`src/rtl/rcko_params.svh`:
```
// offsets, field positions, reset values and counts of the reference clock output
`ifndef RCKO_PARAMS_SVH
`define RCKO_PARAMS_SVH

// ***************************************************************
// register map
// ***************************************************************
`define RCKO_CTRL_ADDR 32'h0000_0000
`define RCKO_CTRL_RST 8'h30
`define RCKO_HSIZE_WORD 3'h2

// ***************************************************************
// ref_clock_control field positions
// ***************************************************************
`define RCKO_EN_POS 7
`define RCKO_OE_POS 6
`define RCKO_SLR_POS 5
`define RCKO_DUTY_LSB 3
`define RCKO_DIV_LSB 0

// ***************************************************************
// timing: one clk cycle is one half period of the source clock
// ***************************************************************
`define RCKO_QTR_LAST 2'h3

`endif

```
`src/rtl/rcko_pkg.sv`:
```
// types shared by the reference clock output design
package rcko_pkg;

   // ***************************************************************
   // control register layout, bit 7 down to bit 0
   // ***************************************************************
   typedef struct packed {
      logic ref_clock_enable;
      logic ref_output_enable;
      logic ref_slew_limit;
      logic [1:0] ref_duty_select;
      logic [2:0] ref_divider_select;
   } rcko_ctrl_t;

   // oscillator mode from the configuration word
   typedef enum logic [2:0] {
      low_power_crystal_mode = 3'h0,
      crystal_mode = 3'h1,
      high_speed_crystal_mode = 3'h2,
      external_clock_mode = 3'h3,
      internal_osc_mode = 3'h4
   } rcko_osc_mode_t;

   // who owns the shared pin
   typedef enum logic [1:0] {
      src_none = 2'h0,
      src_ref = 2'h1,
      src_quarter = 2'h2,
      src_osc_in = 2'h3
   } rcko_pin_src_t;

   // shared pin: level, active-low enable, slew limiting
   typedef struct packed {
      logic level;
      logic drive_n;
      logic slew_limit;
   } rcko_pin_t;

endpackage : rcko_pkg

```
`src/rtl/rcko_ahb_regs.sv`:
```
// ahb-lite slave holding the reference clock control register
`include "rcko_params.svh"

module rcko_ahb_regs (
   // clock and reset
   input logic clk,
   input logic rst,
   // ahb-lite slave
   input logic hsel,
   input logic [31:0] haddr,
   input logic [1:0] htrans,
   input logic hwrite,
   input logic [2:0] hsize,
   input logic [31:0] hwdata,
   input logic hready,
   output logic hreadyout,
   output logic hresp,
   output logic [31:0] hrdata,
   // control fields
   output rcko_pkg::rcko_ctrl_t ctrl
);
   localparam logic [31:0] CtrlAddr = `RCKO_CTRL_ADDR;

   logic take, hit;
   logic wr_pend_r, wr_pend_nxt;
   logic [7:0] ctrl_r, ctrl_nxt;
   logic [31:0] rdata_r, rdata_nxt;

   // address phase decode; zero wait states so hready is always ours
   assign take = hsel & hready & htrans[1];
   assign hit = (haddr[31:2] == CtrlAddr[31:2]);

   // next values: write lands at end of data phase, read forwards it
   always_comb begin
      wr_pend_nxt = take & hwrite & hit & (hsize == `RCKO_HSIZE_WORD);
      ctrl_nxt = wr_pend_r ? hwdata[7:0] : ctrl_r;
      rdata_nxt = 32'h0;
      if (take & ~hwrite & hit) begin
         rdata_nxt = {24'h0, ctrl_nxt};
      end
   end

   // registers; reset restores defaults
   always_ff @(posedge clk or posedge rst) begin
      if (rst) begin
         wr_pend_r <= 1'b0;
         ctrl_r <= `RCKO_CTRL_RST;
         rdata_r <= 32'h0;
      end else begin
         wr_pend_r <= wr_pend_nxt;
         ctrl_r <= ctrl_nxt;
         rdata_r <= rdata_nxt;
      end
   end

   assign hreadyout = 1'b1;
   assign hresp = 1'b0;
   assign hrdata = rdata_r;
   assign ctrl = rcko_pkg::rcko_ctrl_t'(ctrl_r);

   reset_default_a: assert property (@(posedge clk) $fell(rst) |->
      ctrl_r == `RCKO_CTRL_RST && ctrl_r[`RCKO_SLR_POS])
      else $error("control register not at default after reset");
   write_lands_a: assert property (@(posedge clk) disable iff (rst)
      wr_pend_r |=> ctrl_r == $past(hwdata[7:0]))
      else $error("register write not stored");

endmodule : rcko_ahb_regs

```
`src/rtl/rcko_divider.sv`:
```
// period counter and duty shaper of the reference clock
module rcko_divider (
   // clock and reset
   input logic clk,
   input logic rst,
   // control
   input logic enable,
   input logic sleep,
   input logic [2:0] div_sel,
   input logic [1:0] duty_sel,
   // shaped level, valid for the current count
   output logic wave
);
   logic [7:0] cnt_r, cnt_nxt;
   logic [2:0] div_r, div_nxt;
   logic [1:0] duty_r, duty_nxt;
   logic run_r, run_nxt;
   logic wrap;

   // last count of a period: 2*n - 1 half periods of the source
   function automatic logic [7:0] rcko_last(input logic [2:0] d);
      logic [8:0] p;
      p = 9'h002 << d;
      return 8'(p - 9'h001);
   endfunction : rcko_last

   // counts of high level for each duty code
   function automatic logic [8:0] rcko_high(input logic [2:0] d, input logic [1:0] c);
      logic [8:0] n;
      n = 9'h001 << d;
      case (c)
         2'h0: return 9'h000;
         2'h1: return (d == 3'h0) ? 9'h001 : (n >> 1);
         2'h2: return n;
         default: return (d == 3'h0) ? 9'h001 : (n + (n >> 1));
      endcase
   endfunction : rcko_high

   assign wrap = (cnt_r == rcko_last(div_r));

   // counter runs on clk alone; settings load at a period edge or while disabled
   always_comb begin
      cnt_nxt = cnt_r;
      div_nxt = div_r;
      duty_nxt = duty_r;
      run_nxt = run_r;
      if (!enable) begin
         cnt_nxt = 8'h00;
         div_nxt = div_sel;
         duty_nxt = duty_sel;
         run_nxt = 1'b0;
      end else if (!sleep) begin
         run_nxt = 1'b1;
         cnt_nxt = wrap ? 8'h00 : 8'(cnt_r + 8'h01);
         if (wrap) begin
            div_nxt = div_sel;
            duty_nxt = duty_sel;
         end
      end
   end

   // registers
   always_ff @(posedge clk or posedge rst) begin
      if (rst) begin
         cnt_r <= 8'h00;
         div_r <= 3'h0;
         duty_r <= 2'h0;
         run_r <= 1'b0;
      end else begin
         cnt_r <= cnt_nxt;
         div_r <= div_nxt;
         duty_r <= duty_nxt;
         run_r <= run_nxt;
      end
   end

   // div 1 and the div 2 quarter duties use both source edges, one clk cycle each
   assign wave = run_r & ({1'b0, cnt_r} < rcko_high(div_r, duty_r));

   off_cleared_a: assert property (@(posedge clk) disable iff (rst)
      !enable |=> cnt_r == 8'h00 && !wave)
      else $error("divider not cleared while disabled");
   count_step_a: assert property (@(posedge clk) disable iff (rst)
      enable && !sleep && !wrap |=> cnt_r == 8'($past(cnt_r) + 8'h01))
      else $error("divider did not advance");
   sleep_freeze_a: assert property (@(posedge clk) disable iff (rst)
      enable && sleep |=> $stable(cnt_r) && $stable(wave))
      else $error("divider moved in sleep");
   zero_duty_a: assert property (@(posedge clk) disable iff (rst)
      duty_r == 2'h0 |-> !wave)
      else $error("zero duty produced a high level");
   base_toggle_a: assert property (@(posedge clk) disable iff (rst)
      run_r && div_r == 3'h0 && duty_r != 2'h0 |-> wave == (cnt_r == 8'h00))
      else $error("base clock does not follow source");
   half_quarter_a: assert property (@(posedge clk) disable iff (rst)
      run_r && div_r == 3'h1 && duty_r == 2'h1 |-> wave == (cnt_r == 8'h00))
      else $error("div2 quarter duty wrong");
   div128_wrap_a: assert property (@(posedge clk) disable iff (rst)
      enable && !sleep && div_r == 3'h7 && cnt_r == 8'hff |=> cnt_r == 8'h00)
      else $error("divide by 128 period wrong");

endmodule : rcko_divider

```
`src/rtl/rcko_top.sv`:
```
// reference clock output: ahb-lite register, divider and pin ownership
//
// Function
// - output derived only from system clock
// - module runs only while enable set
// - pin driven only when output enable set; quarter clock out drives it regardless of output enable
// - three-bit field selects eight divide ratios
// - two-bit field selects duty cycle
// - undivided keeps source duty; zero duty constant
// - div2 quarter duties use both source edges
// - slew limiting follows its control bit
// - reset disables module, restores register defaults
// - crystal modes keep pin as oscillator input
// - quarter clock out overrides reference clock
// - module frozen during sleep
// - output holds last level in sleep
// - codes give divide 1 up to 128
// - duty codes 0, 25, 50, 75 percent
//
// Implementation choices: the AHB-Lite slave port and the register addresses.
`include "rcko_params.svh"

module rcko_top (
   // clock and reset
   input logic clk,
   input logic rst,
   // ahb-lite slave
   input logic hsel,
   input logic [31:0] haddr,
   input logic [1:0] htrans,
   input logic hwrite,
   input logic [2:0] hsize,
   input logic [31:0] hwdata,
   input logic hready,
   output logic hreadyout,
   output logic hresp,
   output logic [31:0] hrdata,
   // device context
   input logic sleep,
   input rcko_pkg::rcko_osc_mode_t osc_mode,
   input logic sysclk_out_config,
   // shared output pin
   output rcko_pkg::rcko_pin_t ref_clock_pin
);

   // ***************************************************************
   // declarations
   // ***************************************************************
   rcko_pkg::rcko_ctrl_t ctrl;
   rcko_pkg::rcko_pin_t pin_r, pin_nxt;
   rcko_pkg::rcko_pin_src_t src;
   logic wave;
   logic [1:0] qtr_cnt_r, qtr_cnt_nxt;
   logic qtr_lvl_r, qtr_lvl_nxt;
   logic xtal;

   // ***************************************************************
   // register file
   // ***************************************************************
   rcko_ahb_regs rcko_ahb_regs_i (
      .clk(clk),
      .rst(rst),
      .hsel(hsel),
      .haddr(haddr),
      .htrans(htrans),
      .hwrite(hwrite),
      .hsize(hsize),
      .hwdata(hwdata),
      .hready(hready),
      .hreadyout(hreadyout),
      .hresp(hresp),
      .hrdata(hrdata),
      .ctrl(ctrl)
   );

   // ***************************************************************
   // divider
   // ***************************************************************
   rcko_divider rcko_divider_i (
      .clk(clk),
      .rst(rst),
      .enable(ctrl.ref_clock_enable),
      .sleep(sleep),
      .div_sel(ctrl.ref_divider_select),
      .duty_sel(ctrl.ref_duty_select),
      .wave(wave)
   );

   // ***************************************************************
   // quarter clock: clk is one source half period, so fosc/4 is clk/8
   // ***************************************************************

   // free running outside sleep; the sleep input freezes count and level
   always_comb begin
      qtr_cnt_nxt = qtr_cnt_r;
      qtr_lvl_nxt = qtr_lvl_r;
      if (!sleep) begin
         qtr_cnt_nxt = 2'(qtr_cnt_r + 2'h1);
         if (qtr_cnt_r == `RCKO_QTR_LAST) begin
            qtr_lvl_nxt = ~qtr_lvl_r;
         end
      end
   end

   // quarter clock registers
   always_ff @(posedge clk or posedge rst) begin
      if (rst) begin
         qtr_cnt_r <= 2'h0;
         qtr_lvl_r <= 1'b0;
      end else begin
         qtr_cnt_r <= qtr_cnt_nxt;
         qtr_lvl_r <= qtr_lvl_nxt;
      end
   end

   // ***************************************************************
   // pin ownership
   // ***************************************************************

   // crystal modes need the pin as oscillator input
   assign xtal = (osc_mode == rcko_pkg::low_power_crystal_mode) ||
                 (osc_mode == rcko_pkg::crystal_mode) ||
                 (osc_mode == rcko_pkg::high_speed_crystal_mode);

   // priority: crystal, then quarter clock, then reference clock
   always_comb begin
      if (xtal) begin
         src = rcko_pkg::src_osc_in;
      end else if (sysclk_out_config) begin
         src = rcko_pkg::src_quarter;
      end else if (ctrl.ref_clock_enable && ctrl.ref_output_enable) begin
         src = rcko_pkg::src_ref;
      end else begin
         src = rcko_pkg::src_none;
      end
   end

   // pin next value; everything holds while asleep
   always_comb begin
      pin_nxt = pin_r;
      if (!sleep) begin
         pin_nxt.slew_limit = ctrl.ref_slew_limit;
         case (src)
            rcko_pkg::src_quarter: begin
               pin_nxt.level = qtr_lvl_r;
               pin_nxt.drive_n = 1'b0;
            end
            rcko_pkg::src_ref: begin
               pin_nxt.level = wave;
               pin_nxt.drive_n = 1'b0;
            end
            default: begin
               pin_nxt.level = 1'b0;
               pin_nxt.drive_n = 1'b1;
            end
         endcase
      end
   end

   // pin register: outputs leave straight from here
   always_ff @(posedge clk or posedge rst) begin
      if (rst) begin
         pin_r <= '{level: 1'b0, drive_n: 1'b1, slew_limit: 1'b1};
      end else begin
         pin_r <= pin_nxt;
      end
   end

   assign ref_clock_pin = pin_r;

   // ***************************************************************
   // checks
   // ***************************************************************
   crystal_pin_free_a: assert property (@(posedge clk) disable iff (rst)
      !sleep && xtal |=> pin_r.drive_n)
      else $error("pin driven in crystal mode");

   quarter_drive_a: assert property (@(posedge clk) disable iff (rst)
      !sleep && !xtal && sysclk_out_config |=> !pin_r.drive_n && pin_r.level == $past(qtr_lvl_r))
      else $error("quarter clock not on pin");

   output_gate_a: assert property (@(posedge clk) disable iff (rst)
      !sleep && !sysclk_out_config && !ctrl.ref_output_enable |=> pin_r.drive_n)
      else $error("pin driven without output enable");

   disabled_gate_a: assert property (@(posedge clk) disable iff (rst)
      !sleep && !sysclk_out_config && !ctrl.ref_clock_enable |=> pin_r.drive_n)
      else $error("pin driven while module disabled");

   ref_level_a: assert property (@(posedge clk) disable iff (rst)
      !sleep && src == rcko_pkg::src_ref |=> pin_r.level == $past(wave) && !pin_r.drive_n)
      else $error("reference clock not on pin");

   sleep_hold_a: assert property (@(posedge clk) disable iff (rst)
      sleep |=> $stable(pin_r))
      else $error("pin changed during sleep");

   slew_follow_a: assert property (@(posedge clk) disable iff (rst)
      !sleep |=> pin_r.slew_limit == $past(ctrl.ref_slew_limit))
      else $error("slew limit does not follow control");

   quarter_period_a: assert property (@(posedge clk) disable iff (rst)
      !sleep [*5] |-> qtr_lvl_r != $past(qtr_lvl_r, 4))
      else $error("quarter clock period wrong");

   reset_pin_a: assert property (@(posedge clk) $fell(rst) |->
      pin_r.drive_n && !pin_r.level)
      else $error("pin driven right after reset");

endmodule : rcko_top

```
`config.mk`:
```
export PLATFORM = sky130hd
export DESIGN_NAME = rcko_top
export DESIGN_NICKNAME = d
export VERILOG_FILES = /design/src/rtl/rcko_pkg.sv /design/src/rtl/rcko_ahb_regs.sv /design/src/rtl/rcko_divider.sv /design/src/rtl/rcko_top.sv
export VERILOG_INCLUDE_DIRS = /design/src /design/src/rtl
export SDC_FILE = /design/constraint.sdc
export NUM_CORES = 1
export LEC_CHECK = 0
export ABC_AREA = 1
export CORE_MARGIN = 4
export CORE_UTILIZATION = 35
export CTS_CLUSTER_SIZE = 20
export DETAILED_ROUTE_END_ITERATION = 8
export DONT_BUFFER_PORTS = 1
export GPL_ROUTABILITY_DRIVEN = 0
export PLACE_DENSITY_LB_ADDON = 0.3
export SYNTH_ARGS = -nofsm -noshare
export SYNTH_HDL_FRONTEND = slang
export SYNTH_HIERARCHICAL = 1
export SYNTH_SLANG_ARGS = --single-unit
```
`constraint.sdc`:
```
create_clock -name clk -period 3.3 [get_ports clk]
set_clock_uncertainty 0.05 [all_clocks]
set_input_delay 0 -clock clk [delete_from_list [all_inputs] [get_ports clk]]
set_output_delay 0 -clock clk [all_outputs]
set_load 0.02 [all_outputs]
```
==> results.md <==
- Outcome: finished, final reports clean
- Vias: 2578
- CP top delay family: simple AND/OR/NAND/NOR gates
- Pins Over Slew Limit: 0
- Commonest non-fill, non-tap cell in the layout: nand2_1
- Area growth from synthesis to layout: 19.7%
- Max-Slew Margin vs Limit: 0.581
- R2R depth: 19
- Starting Density: 0.361
- Slowest CP cell: dfrtp_2
- CP Data Arrival Time: 3.27 ns
- IO buf count: 0
- Clock transition at the registers of the reported paths: 0.08 ns
- Die Wd: 100 um
- Cell taking the most area after synthesis: dfrtp_1
- Htree depth: 2
- Most frequent cells in the layout: nand2_1, inv_1, nor2_1, dfrtp_1, conb_1
- Hold path cells: 4
- Synth top area cells: dfrtp_1, nand2_1, ha_1, inv_1, buf_4
- Worst R2R Setup Slack: ~0.2 ns
- Element type at the critical path start: flip-flop
- Wl on met1: between 3 and 4 mm
- Total Nets Final: 555
- Num ports: 116
- Sequential element share of the synthesized area: 0.312
- Hold_sp: haddr[30]
- Synth Cell Area: 0.00298 mm^2
- Vias/cell: roughly 4.6
- Uppermost routed layer: met4
- DRC errors left: 0
- Routed Antenna Nets: 0
- Worst R2R End: ref_clock_pin[2]$_DFFE_PP0N_
- Root Driver: clkbuf_8
- Fraction of layout cells with a size suffix above 1: 0.194
- GRT overflow: 0
- Number of synthesized register bits: 37
- Filler cells: 835
- Die height: 100 um
- Cell mode on critical path: nand2_1
- Smallest hold slack: 0.00612 ns
- First-pass GRT wire length: 11.0 mm
- Initial antenna violation count: 0
- Drt pass-1 iters: 4
- Core area: 0.00826 mm^2
- Met2 routed WL: around 3.3 mm
- CTS sink cnt: 37
- Pwr dens: around 290 mW/mm^2
- Worst skew pair latency: 0.29 ns
- Met3 WL post-DR: roughly 380 um
- Post-synth EDFFs: 0
- FFs w/ async S/R, synth: 1.00
- Pleak: ~0.0018 uW
- Finished Layout Cells: between 500 and 600
- Crit end category: flip-flop
- Vias in the first global route: 2464
- Worst R2R Start: rcko_divider_i/div_r[0]$_DFFE_PP0P_
- Slew @ Worst Pin: between 0.6 and 0.7 ns
- Most used DFF post-synth: dfrtp_1
- Iter 0 DRT Violations: 102
- Largest net degree at the start of global routing: 18
- Dpl cell area: 0.00304 mm^2
- Inserted Diodes: 0
- Clock period minus worst slack: 3.09 ns
- WHS Endpoint: rcko_ahb_regs_i/wr_pend_r$_DFF_PP0_
- Placed wire-length estimate: 5.08 mm
- Final instance area: 0.00357 mm^2
- Setup violators final: 0
- Rows: 33
- Post-Place Cells: around 530
- Peak VDD IR: between 300 and 400 uV
- Drt total wl: 6.80 mm
- Multi-input gate area: 0.00180 mm^2
- Synth cell types: 34
- All-layer global routing usage: 0.133
- DR WL/cell: 12.2 um
- Worst Hold Class: in2reg
- Yosys warns: 6
- DIE AREA: 0.0101 mm^2
- Peak per-stage delay on the critical path: 0.44 ns
- Worst-path maximum fanout: 4
- CTS tree: yes
- Max cap viols: 0
- Clock buffer depth: 2
- Syn avg cell area: 7.12 um^2
- Fin crit share: 0.938
- Synth top area share: 0.277
- WP buf/inv: 1
- Pwr Total: 1020 uW
- Register area: 935 um^2
- Syn Inst Count: 419
- CP Cell Sequence: clkinv_4 > nor3_4 > ha_2 > fa_2 > nand3_4 > nor2_4 > a21oi_2 > or2_4 > a31oi_4 > ha_1 > a21oi_2 > o21ai_2 > nor2_1 > nand2_1 > nor2_1 > nand2_1 > nand2_1 > nand2_1 > nand2_1
- Final hold vios: 0
- TritonCTS Buffers: 5
- WP data required: 3.48 ns
- WS Path Type: reg2reg
- F_max: 0.323 GHz
==> kinds of logic (layout without fill, tap and decap cells) <==
kind of cell,Yosys count,count (layout),synth area share
AO/OA/AOI/OAI,43,43,0.0793
XOR/XNOR,10,10,0.0294
adder cells (fa/ha/maj),23,23,0.0990
buffers and inverters,105,116,0.174
flip-flops,37,37,0.312
other,2,26,0.00252
AND/OR/NAND/NOR,199,199,0.304
==> stage by stage <==
stage	util	setup slack, ns	setup TNS [ns]
after floorplan	-	0.285	0
after global placement	0.368	0.138	0
after detailed placement	0.368	0.102	0
after CTS	0.400	0.0748	0
after global routing	0.432	-0.0831	-0.0831
final	0.432	0.205	0
==> sequential cells by signal (all words and copies together) (netlist names) <==
signal,cells
rcko_divider_i/cnt_r,8
rcko_divider_i/div_r,3
rcko_divider_i/run_r,1
rcko_ahb_regs_i/hrdata,8
rcko_ahb_regs_i/wr_pend_r,1
ref_clock_pin,3
rcko_ahb_regs_i/ctrl,8
qtr_lvl_r,1
qtr_cnt_r,2
rcko_divider_i/duty_r,2
==> power by group <==
group	switching [uW]	internal (uW)	leakage, uW	total (uW)
clock network	162	246	0.0000574	408
logic	73.4	43.2	0.00129	117
registers	20.3	478	0.000491	498
==> worst max path at each step <==
| stage | startpoint | to | slack (ns) | depth (start not counted) |
|---|---|---|---|---|
| 5_1_grt | rcko_divider_i/div_r[0]$_DFFE_PP0P_ | ref_clock_pin[2]$_DFFE_PP0N_ | -0.08 | 19 |
| 4_1_cts | rcko_divider_i/div_r[0]$_DFFE_PP0P_ | ref_clock_pin[2]$_DFFE_PP0N_ | 0.07 | 23 |
| 2_1_floorplan | rcko_divider_i/div_r[1]$_DFFE_PP0P_ | ref_clock_pin[2]$_DFFE_PP0N_ | 0.28 | 19 |
| 6_report | rcko_divider_i/div_r[0]$_DFFE_PP0P_ | ref_clock_pin[2]$_DFFE_PP0N_ | 0.21 | 19 |
| 3_3_place_gp | rcko_divider_i/div_r[0]$_DFFE_PP0P_ | ref_clock_pin[2]$_DFFE_PP0N_ | 0.14 | 23 |
| 3_5_place_dp | rcko_divider_i/div_r[0]$_DFFE_PP0P_ | ref_clock_pin[2]$_DFFE_PP0N_ | 0.10 | 23 |
==> timing repair <==
item | in CTS | in global routing
setup endpoints to repair | 0 | 1
hold buffers | 14 | 0
gates resized for setup | 0 | 49
buffers inserted | 0 | 10
endpoints found under the hold margin | 62 | 0
==> per-layer routing <==
layer | track usage | vias up
li1 | - | 1324
met5 | 0 | -
met3 | 0.0278 | 6
met1 | 0.175 | 1174
met2 | 0.220 | 74
met4 | 0.0394 | 0
==> synthesized netlist by cell type, types with 2 or more instances <==
library cell  instances
nand2_1              93
inv_1                70
nor2_1               44
dfrtp_1              33
buf_4                26
nand3_1              25
ha_1                 22
a21oi_1              18
o21ai_0              15
nor3_1                9
nand2_2               8
xor2_1                8
dfstp_2               4
nand4_1               4
o22ai_1               4
buf_6                 3
inv_2                 3
nand3_2               3
nor2_4                3
o221ai_1              3
a31oi_1               2
and2_1                2
buf_2                 2
conb_1                2
nand3b_1              2
nor2_2                2
xnor2_1               2
==> final cells by class <==
class / instances / area share
clock buffer: 6 / 0.0231
clock inverter: 2 / 0.0105
inverter: 74 / 0.0806
multi-input combinational: 301 / 0.504
sequential: 37 / 0.262
tap: 105 / 0.0368
timing repair buffer: 34 / 0.0834
==> tightest hold or removal path, delay by kind of cell <==
family           cells  cell delay (ns)
and+or+nand+nor      4             0.31
Power figures use the tool's default switching activity.
